[config.mk]
export PLATFORM = sky130hd
export DESIGN_NAME = adc_exec
export DESIGN_NICKNAME = d
export VERILOG_FILES = /design/src/core/adc_exec_pkg.sv /design/src/core/adc_exec.sv /design/src/core/instr_decode.sv
export VERILOG_INCLUDE_DIRS = /design/src /design/src/core
export SDC_FILE = /design/constraint.sdc
export NUM_CORES = 1
export LEC_CHECK = 0
export BUFFER_PORTS_ARGS = -buffer_cell sky130_fd_sc_hd__buf_2
export CAP_MARGIN = 20
export CORE_MARGIN = 2
export CORE_UTILIZATION = 52
export DETAILED_ROUTE_END_ITERATION = 7
export PLACE_DENSITY = 0.85
export SLEW_MARGIN = 20
export SYNTH_ARGS = -nofsm -noshare
export SYNTH_HDL_FRONTEND = slang
export SYNTH_SLANG_ARGS = --single-unit
[constraint.sdc]
create_clock -name ref_clk -period 3.7 [get_ports ref_clk]
set_input_delay 0.74 -clock ref_clk [delete_from_list [all_inputs] [get_ports ref_clk]]
set_output_delay 0.74 -clock ref_clk [all_outputs]
set_load 0.02 [all_outputs]
[src/core/adc_exec_cfg.svh]
// Constants for the converter and system instruction executor.
`ifndef ADC_EXEC_CFG_SVH
`define ADC_EXEC_CFG_SVH

`define OPC_NOP 10'h000
`define OPC_POWER_OFF 10'h002
`define OPC_POWER_TEST 10'h003
`define OPC_REF_CLEAR 10'h058
`define OPC_REF_SET 10'h059
`define OPC_POWER_ARM 10'h05B
`define OPC_CTRL_WRITE 10'h204
`define OPC_CMP_LOAD 10'h239
`define OPC_CTRL_READ 10'h244
`define OPC_LOW_READ 10'h249
`define OPC_RESULT_READ 10'h279
`define OPC_DONE_TEST 10'h287
`define OPC_DETECT_EN 10'h293
`define OPC_WDT_ARM 10'h29C
`define OPC_CONV_START 10'h29F
`define OPC_WDT_RESTART 10'h2A0

`define MODE_SEL_BIT 3
`define IRQ_EN_BIT 2
`define CTRL_RESET 4'h0
`define CMP_RESET 8'h00

`endif

[src/core/adc_exec_pkg.sv]
// Types shared by the executor and its opcode decoder.
package adc_exec_pkg;
	typedef enum logic [4:0] {
		OP_OTHER = 5'h00,
		OP_NOP = 5'h01,
		OP_POWER_OFF = 5'h02,
		OP_POWER_ARM = 5'h03,
		OP_POWER_TEST = 5'h04,
		OP_REF_CLEAR = 5'h05,
		OP_REF_SET = 5'h06,
		OP_CTRL_WRITE = 5'h07,
		OP_CMP_LOAD = 5'h08,
		OP_CTRL_READ = 5'h09,
		OP_LOW_READ = 5'h0A,
		OP_RESULT_READ = 5'h0B,
		OP_DONE_TEST = 5'h0C,
		OP_DETECT_EN = 5'h0D,
		OP_WDT_ARM = 5'h0E,
		OP_CONV_START = 5'h0F,
		OP_WDT_RESTART = 5'h10
	} op_t;

	typedef enum logic [0:0] {
		ST_RUN = 1'b0,
		ST_BACKUP = 1'b1
	} run_state_t;
endpackage : adc_exec_pkg

[src/core/adc_exec.sv]
// Executor for converter, comparator, power-off and watchdog instructions.
`timescale 1ns/10ps
// Timing in short: an instruction is taken on the rising edge at which
// instr_valid is high and the block is not in back-up. Every effect of it,
// register writes, pulses and flag updates, shows at that same edge and the
// pulses last exactly one cycle.
// The executor only signals a skip; the sequencer outside decides what
// a skip means for the program counter, so no fetch logic lives here.
// The two arming instructions are consumed by whatever instruction is
// taken next, so a single stray instruction between arm and use disarms.
// Converter events, and watchdog events while watchdog_stopped is low, are level inputs sampled on every edge;
// an event and a clearing instruction in the same cycle leave the flag set,
// because losing a completion would hang polling firmware.
// Back-up is left only through reset, which also restores all state.
`include "adc_exec_cfg.svh"
module adc_exec #(
	parameter bit HIGH_VOLTAGE_VARIANT = 1'b1,
	parameter int RESULT_WIDTH = 10
) (
	input wire logic ref_clk,
	input wire logic rst_b,
	// One-cycle strobe: instr_code holds an instruction to execute.
	input wire logic instr_valid,
	input wire logic [9:0] instr_code,
	input wire logic [3:0] reg_a,
	input wire logic [3:0] reg_b,
	input wire logic [9:0] ad_result,
	input wire logic [3:0] interrupt_control_reg_two,
	input wire logic conv_done_event,
	input wire logic watchdog_timeout_event,
	input wire logic power_down_flag,
	output logic [3:0] reg_a_wdata,
	output logic reg_a_we,
	output logic [3:0] reg_b_wdata,
	output logic reg_b_we,
	output logic pc_advance,
	output logic skip_next,
	output logic instr_taken,
	output logic [3:0] converter_control_reg,
	output logic [7:0] comparator_reg,
	output logic conversion_mode_select,
	output logic adc_start,
	output logic comparator_start,
	output logic conversion_done_flag,
	output logic watchdog_flag,
	output logic watchdog_stopped,
	output logic upper_bit_ref_enable,
	output logic ram_backup,
	output logic drop_detect_enable
);

	initial begin
		if (RESULT_WIDTH != 10) begin
			$error("adc_exec serves a 10-bit conversion result only.");
		end
	end

	// Picks one nibble of a byte; used for both comparator halves.
	function automatic logic [3:0] nibble_of(input logic [7:0] v, input logic hi);
		nibble_of = hi ? v[7:4] : v[3:0];
	endfunction : nibble_of

	adc_exec_pkg::op_t op;

	instr_decode u_decode (
		.code(instr_code),
		.op(op)
	);

	// Run state and the programmer-visible converter registers.
	adc_exec_pkg::run_state_t state_q;
	adc_exec_pkg::run_state_t state_d;
	logic [3:0] ctrl_q;
	logic [3:0] ctrl_d;
	logic [7:0] cmp_q;
	logic [7:0] cmp_d;
	logic done_q;
	logic done_d;
	logic wdf_q;
	logic wdf_d;
	logic wdt_stop_q;
	logic wdt_stop_d;
	logic upt_q;
	logic upt_d;
	logic detect_en_q;
	logic detect_en_d;

	// Arms remember only the instruction just taken.
	logic pof_armed_q;
	logic pof_armed_d;
	logic wdt_armed_q;
	logic wdt_armed_d;

	// Write-back and sequencer pulses, registered so they leave on a clean edge.
	logic [3:0] a_q;
	logic [3:0] a_d;
	logic a_we_q;
	logic a_we_d;
	logic [3:0] b_q;
	logic [3:0] b_d;
	logic b_we_q;
	logic b_we_d;
	logic pc_q;
	logic pc_d;
	logic skip_q;
	logic skip_d;
	logic taken_q;
	logic taken_d;
	logic adc_start_q;
	logic adc_start_d;
	logic cmp_start_q;
	logic cmp_start_d;

	logic cmp_mode;
	logic irq_en;
	logic exec;

	assign cmp_mode = ctrl_q[`MODE_SEL_BIT];
	assign irq_en = interrupt_control_reg_two[`IRQ_EN_BIT];
	// Nothing executes once the back-up state is entered; only reset leaves it.
	assign exec = instr_valid && (state_q == adc_exec_pkg::ST_RUN);

	always_comb begin
		state_d = state_q;
		ctrl_d = ctrl_q;
		cmp_d = cmp_q;
		done_d = done_q;
		wdf_d = wdf_q;
		wdt_stop_d = wdt_stop_q;
		upt_d = upt_q;
		detect_en_d = detect_en_q;
		pof_armed_d = pof_armed_q;
		wdt_armed_d = wdt_armed_q;
		a_d = a_q;
		a_we_d = 1'b0;
		b_d = b_q;
		b_we_d = 1'b0;
		pc_d = 1'b0;
		skip_d = 1'b0;
		taken_d = 1'b0;
		adc_start_d = 1'b0;
		cmp_start_d = 1'b0;
		if (exec) begin
			taken_d = 1'b1;
			pc_d = 1'b1;
			// Any executed instruction consumes both arms.
			pof_armed_d = 1'b0;
			wdt_armed_d = 1'b0;
			case (op)
				adc_exec_pkg::OP_NOP: begin
					pc_d = 1'b1;
				end
				adc_exec_pkg::OP_RESULT_READ: begin
					a_we_d = 1'b1;
					b_we_d = 1'b1;
					if (cmp_mode) begin
						b_d = nibble_of(cmp_q, 1'b1);
						a_d = nibble_of(cmp_q, 1'b0);
					end else begin
						b_d = ad_result[9:6];
						a_d = ad_result[5:2];
					end
				end
				adc_exec_pkg::OP_LOW_READ: begin
					a_we_d = 1'b1;
					a_d = {ad_result[1:0], 1'b0, 1'b0};
				end
				adc_exec_pkg::OP_CMP_LOAD: begin
					if (cmp_mode) begin
						cmp_d = {reg_b, reg_a};
					end
				end
				adc_exec_pkg::OP_CTRL_READ: begin
					a_we_d = 1'b1;
					a_d = ctrl_q;
				end
				adc_exec_pkg::OP_CTRL_WRITE: begin
					ctrl_d = reg_a;
				end
				adc_exec_pkg::OP_CONV_START: begin
					done_d = 1'b0;
					adc_start_d = !cmp_mode;
					cmp_start_d = cmp_mode;
				end
				adc_exec_pkg::OP_DONE_TEST: begin
					if (!irq_en && done_q) begin
						done_d = 1'b0;
						skip_d = 1'b1;
					end
					// With the converter interrupt enabled the flag belongs to
					// the interrupt logic and is left alone.
				end
				adc_exec_pkg::OP_POWER_ARM: begin
					pof_armed_d = 1'b1;
				end
				adc_exec_pkg::OP_POWER_OFF: begin
					if (pof_armed_q) begin
						state_d = adc_exec_pkg::ST_BACKUP;
					end
					// Unarmed, it just advances the counter.
				end
				adc_exec_pkg::OP_POWER_TEST: begin
					skip_d = power_down_flag;
				end
				adc_exec_pkg::OP_WDT_ARM: begin
					wdt_armed_d = 1'b1;
				end
				adc_exec_pkg::OP_WDT_RESTART: begin
					if (wdf_q) begin
						wdf_d = 1'b0;
						skip_d = 1'b1;
					end
					if (wdt_armed_q) begin
						wdt_stop_d = 1'b1;
					end
				end
				adc_exec_pkg::OP_REF_CLEAR: begin
					upt_d = 1'b0;
				end
				adc_exec_pkg::OP_REF_SET: begin
					upt_d = 1'b1;
				end
				adc_exec_pkg::OP_DETECT_EN: begin
					// The low-voltage variant has no detector to arm.
					if (HIGH_VOLTAGE_VARIANT) begin
						detect_en_d = 1'b1;
					end
				end
				default: begin
					pc_d = 1'b1;
				end
			endcase
		end
		// Hardware events win over a clear in the same cycle, so a completion
		// or a timeout while the watchdog is not stopped landing on the test instruction is never lost.
		if (conv_done_event) begin
			done_d = 1'b1;
		end
		if (watchdog_timeout_event && !wdt_stop_q) begin
			wdf_d = 1'b1;
		end
	end

	always_ff @(posedge ref_clk or negedge rst_b) begin
		if (!rst_b) begin
			state_q <= adc_exec_pkg::ST_RUN;
			ctrl_q <= `CTRL_RESET;
			cmp_q <= `CMP_RESET;
			done_q <= 1'b0;
			wdf_q <= 1'b0;
			wdt_stop_q <= 1'b0;
			upt_q <= 1'b0;
			detect_en_q <= 1'b0;
			pof_armed_q <= 1'b0;
			wdt_armed_q <= 1'b0;
			a_q <= 4'h0;
			a_we_q <= 1'b0;
			b_q <= 4'h0;
			b_we_q <= 1'b0;
			pc_q <= 1'b0;
			skip_q <= 1'b0;
			taken_q <= 1'b0;
			adc_start_q <= 1'b0;
			cmp_start_q <= 1'b0;
		end else begin
			state_q <= state_d;
			ctrl_q <= ctrl_d;
			cmp_q <= cmp_d;
			done_q <= done_d;
			wdf_q <= wdf_d;
			wdt_stop_q <= wdt_stop_d;
			upt_q <= upt_d;
			detect_en_q <= detect_en_d;
			pof_armed_q <= pof_armed_d;
			wdt_armed_q <= wdt_armed_d;
			a_q <= a_d;
			a_we_q <= a_we_d;
			b_q <= b_d;
			b_we_q <= b_we_d;
			pc_q <= pc_d;
			skip_q <= skip_d;
			taken_q <= taken_d;
			adc_start_q <= adc_start_d;
			cmp_start_q <= cmp_start_d;
		end
	end

	assign reg_a_wdata = a_q;
	assign reg_a_we = a_we_q;
	assign reg_b_wdata = b_q;
	assign reg_b_we = b_we_q;
	assign pc_advance = pc_q;
	assign skip_next = skip_q;
	assign instr_taken = taken_q;
	assign converter_control_reg = ctrl_q;
	assign comparator_reg = cmp_q;
	assign conversion_mode_select = cmp_mode;
	assign adc_start = adc_start_q;
	assign comparator_start = cmp_start_q;
	assign conversion_done_flag = done_q;
	assign watchdog_flag = wdf_q;
	assign watchdog_stopped = wdt_stop_q;
	assign upper_bit_ref_enable = upt_q;
	assign ram_backup = (state_q == adc_exec_pkg::ST_BACKUP);
	// The detector itself sits outside; this level only tells it to watch in back-up.
	assign drop_detect_enable = detect_en_q;

endmodule : adc_exec

[src/core/instr_decode.sv]
// Opcode decoder for the converter and system instruction group.
`timescale 1ns/10ps
`include "adc_exec_cfg.svh"
module instr_decode (
	input wire logic [9:0] code,
	output adc_exec_pkg::op_t op
);
	always_comb begin
		case (code)
			`OPC_NOP: op = adc_exec_pkg::OP_NOP;
			`OPC_POWER_OFF: op = adc_exec_pkg::OP_POWER_OFF;
			`OPC_POWER_ARM: op = adc_exec_pkg::OP_POWER_ARM;
			`OPC_POWER_TEST: op = adc_exec_pkg::OP_POWER_TEST;
			`OPC_REF_CLEAR: op = adc_exec_pkg::OP_REF_CLEAR;
			`OPC_REF_SET: op = adc_exec_pkg::OP_REF_SET;
			`OPC_CTRL_WRITE: op = adc_exec_pkg::OP_CTRL_WRITE;
			`OPC_CMP_LOAD: op = adc_exec_pkg::OP_CMP_LOAD;
			`OPC_CTRL_READ: op = adc_exec_pkg::OP_CTRL_READ;
			`OPC_LOW_READ: op = adc_exec_pkg::OP_LOW_READ;
			`OPC_RESULT_READ: op = adc_exec_pkg::OP_RESULT_READ;
			`OPC_DONE_TEST: op = adc_exec_pkg::OP_DONE_TEST;
			`OPC_DETECT_EN: op = adc_exec_pkg::OP_DETECT_EN;
			`OPC_WDT_ARM: op = adc_exec_pkg::OP_WDT_ARM;
			`OPC_CONV_START: op = adc_exec_pkg::OP_CONV_START;
			`OPC_WDT_RESTART: op = adc_exec_pkg::OP_WDT_RESTART;
			default: op = adc_exec_pkg::OP_OTHER;
		endcase
	end
endmodule : instr_decode

==> run summary <==
- **status** finished, final reports clean
- **Worst Max-Slew Pin Slew** 0.712 ns
- **Largest delay share family, worst path** flip-flops
- **routed wirelength normalized by instance count** 13.9 um
- **drt initial violations** 87
- **post-synthesis simple-gate area fraction** 0.254
- **number of iterations in the first detailed-routing pass** 4
- **area enclosed by the die boundary** 4040 um^2
- **post-layout min period** 2.16 ns
- **fraction of layout instances using a drive strength above 1** 0.402
- **number of top-level pins** 72
- **TritonCTS clock tree** yes
- **area leader, netlist** dfrtp_1
- **setup repair after global routing missed its margin** false
- **Tcrit/Tclk final** 0.583
- **Final nets** 286
- **share of the synthesized area in compound gates (AO/OA/AOI/OAI)** 0.133
- **Synth Area in Adders** 0
- **last weighted congestion value of the routability-driven placer** 0.900
- **relative slew slack** 0.526
- **detailed placer's ending HPWL** 3.21 mm
- **number of antenna violations at the first check in global routing** 0
- **portion of synthesized cell area occupied by the leading cell type** 0.462
- **XOR/XNOR Fraction of Synth Area** 0.00475
- **number of setup buffers added after CTS** 0
- **net count of the mapped netlist** 216
- **multiplexer share of the synthesized area** 0.111
- **count leader, synth** dfrtp_1
- **area inside the core boundary** 3360 um^2
- **die width** 63.5 um
- **vias** 1645
- **cts-stage hold buffer count** 0
- **Core Rows** 21
- **final std cells w/o fill** 295
- **number of sinks driven by the clock tree** 34
- **Skew-Pair Late Insertion Delay** 0.34 ns
- **number of flops mapped to enable cells by yosys** 0
- **worst stage delay on the critical path** 0.79 ns
- **number of standard cells after synthesis** 178
- **routed wire length** 4.09 mm
- **kind of start point of the critical path** flop
- **top cell types by occurrence after synthesis** 34 x dfrtp_1, 21 x nand2_1, 12 x mux2_2, 10 x nor2_1, 9 x inv_1
- **cell-by-cell listing of the critical path** buf_2
- **endpoints failing hold** 0
- **Largest register FFs** 8
- **Post-Route Skew** 0.00401 ns
- **number of maximum-capacitance violations** 0
- **data required time at the worst endpoint** 2.96 ns
- **class of the worst hold path** primary input to async pin
- **Highest Clock Rate** 0.464 GHz
- **WP data arrival** 1.42 ns
- **cells taking the most area after synthesis** dfrtp_1 46%, mux2_2 7.3%, nand2_1 4.3%, mux2i_1 3.8%, o21ai_0 2.2%
- **clock edge transition at the registers on the reported setup and hold paths** 0.10 ns
- **internal reg-to-reg setup slack** 1.72 ns
- **number of remaining DRC errors** 0
- **proportion of register bits with asynchronous set or reset after synthesis** 1.00
- **Max rail drop VDD** 0.198 mV
- **total buffers and inverters traversed by the critical path** 1
- **prevailing post-synth register cell** dfrtp_1
- **# setup viols final** 0
- **post-synthesis to final-layout area growth** 24.2%
- **synthesized area per cell** 10.4 um^2
- **sum of negative setup slack** 0 ns
- **total of buffers placed on input and output ports** 68
- **worst-path maximum fanout** 15
- **endpoint kind of the worst setup timing path** primary output
- **Netlist Area Pre-Place** 1840 um^2
- **number of nets with antenna violations after routing** 0
- **global-route total usage across every layer** 0.222
- **Yosys warnings** 0
- **cell count after placement** 287
- **TritonCTS Buffers** 5
- **Crit Path Class** flop to primary output
- **number of filler instances in the final layout** 286
- **number of gates resized after cts** 0
- **largest net degree at the start of global routing** 35
- **flip-flop and latch count after synthesis** 34
- **leakage power** 0.00120 uW
- **worst hold slack** 0.435 ns
- **global-route congestion overflow total** 0
- **footprint of the flip-flops and latches** 851 um^2
- **final number of max-transition violations** 0
- **area taken by multi-input logic gates** 927 um^2
- **cell chosen for the clock root** clkbuf_4
- **first-pass GRT wire length** 6.89 mm
- **depth of the CTS H-tree** 2
- **starting density of the core** 0.548
- **largest family of logic cells by synthesized area** simple AND/OR/NAND/NOR gates
- **count of unique library cells instantiated by Yosys** 56
- **number of buffers on the longest clock path** 2
- **antenna cells** 0
- **via density per instance** 5.58
- **CP max-delay cell** dfrtp_1
- **die outline height** 63.5 um
- **share of the yosys chip area belonging to registers** 0.462
- **vias in the first global route** 1536
- **Pwr per Cell Area** 308 nW/um^2
## area by class of cell
cell class / count / area share
multi-input combinational: 130 / 0.405
sequential: 34 / 0.372
clock buffer: 8 / 0.0344
timing repair buffer: 68 / 0.149
inverter: 9 / 0.0148
tap: 46 / 0.0252
## worst paths after layout
check,startpoint,end,cells after the start
min,rst_b,pof_armed_q$_DFFE_PN0P_,1
min reg2reg,wdt_armed_q$_DFFE_PN0P_,watchdog_stopped$_DFFE_PN0P_,1
max in group asynchronous,rst_b,reg_b_wdata[0]$_DFFE_PN0P_,1
min in group ref_clk,wdt_armed_q$_DFFE_PN0P_,watchdog_stopped$_DFFE_PN0P_,1
max,converter_control_reg[3]$_DFFE_PN0P_,converter_control_reg[3],1
max reg2reg,ram_backup$_DFFE_PN0P_,converter_control_reg[3]$_DFFE_PN0P_,4
## placed cells by master, fill, tap and decap left out, types with 3 or more instances in the layout
master / Yosys / layout
a21oi_1: 7 / 7
buf_2: 1 / 68
clkbuf_4: 0 / 5
clkbuf_8: 0 / 3
dfrtp_1: 34 / 34
inv_1: 9 / 9
mux2_2: 12 / 12
mux2i_1: 7 / 7
nand2_1: 21 / 21
nand2b_1: 4 / 4
nand4_1: 3 / 3
nor2_1: 10 / 10
nor3_1: 3 / 3
nor4_1: 3 / 3
o21ai_0: 8 / 8
o21ai_1: 3 / 3
o22ai_1: 3 / 3
## where the power goes
group	internal (uW)	total (uW)	switching [uW]
registers	375	378	3.03
clock network	130	251	122
logic	30.4	76.4	46.0
total	535	706	171
## cells by family (layout without fill, tap and decap cells)
kind of cell | Yosys count | after routing
compound gates | 37 | 37
xor+xnor | 1 | 1
buf+inv | 14 | 85
mux | 19 | 19
flops | 34 | 34
simple gates | 73 | 73
## metal layers
metal | GRT usage | vias up | wire length, um
li1 | - | 802 | -
met1 | 0.264 | 747 | 1700
met2 | 0.346 | 74 | 1870
met3 | 0.0679 | 22 | 345
met4 | 0.144 | 0 | 173
met5 | 0 | - | 0
## through the flow
stage	util	setup slack [ns]	power [uW]	area, um^2
2_1_floorplan	-	1.50	423	1840
3_3_place_gp	0.657	1.23	461	2210
3_5_place_dp	0.657	1.20	462	2210
4_1_cts	0.680	1.54	711	2290
5_1_grt	0.680	1.47	738	2290
6_report	0.680	1.54	706	2290
Power figures use the tool's default switching activity.
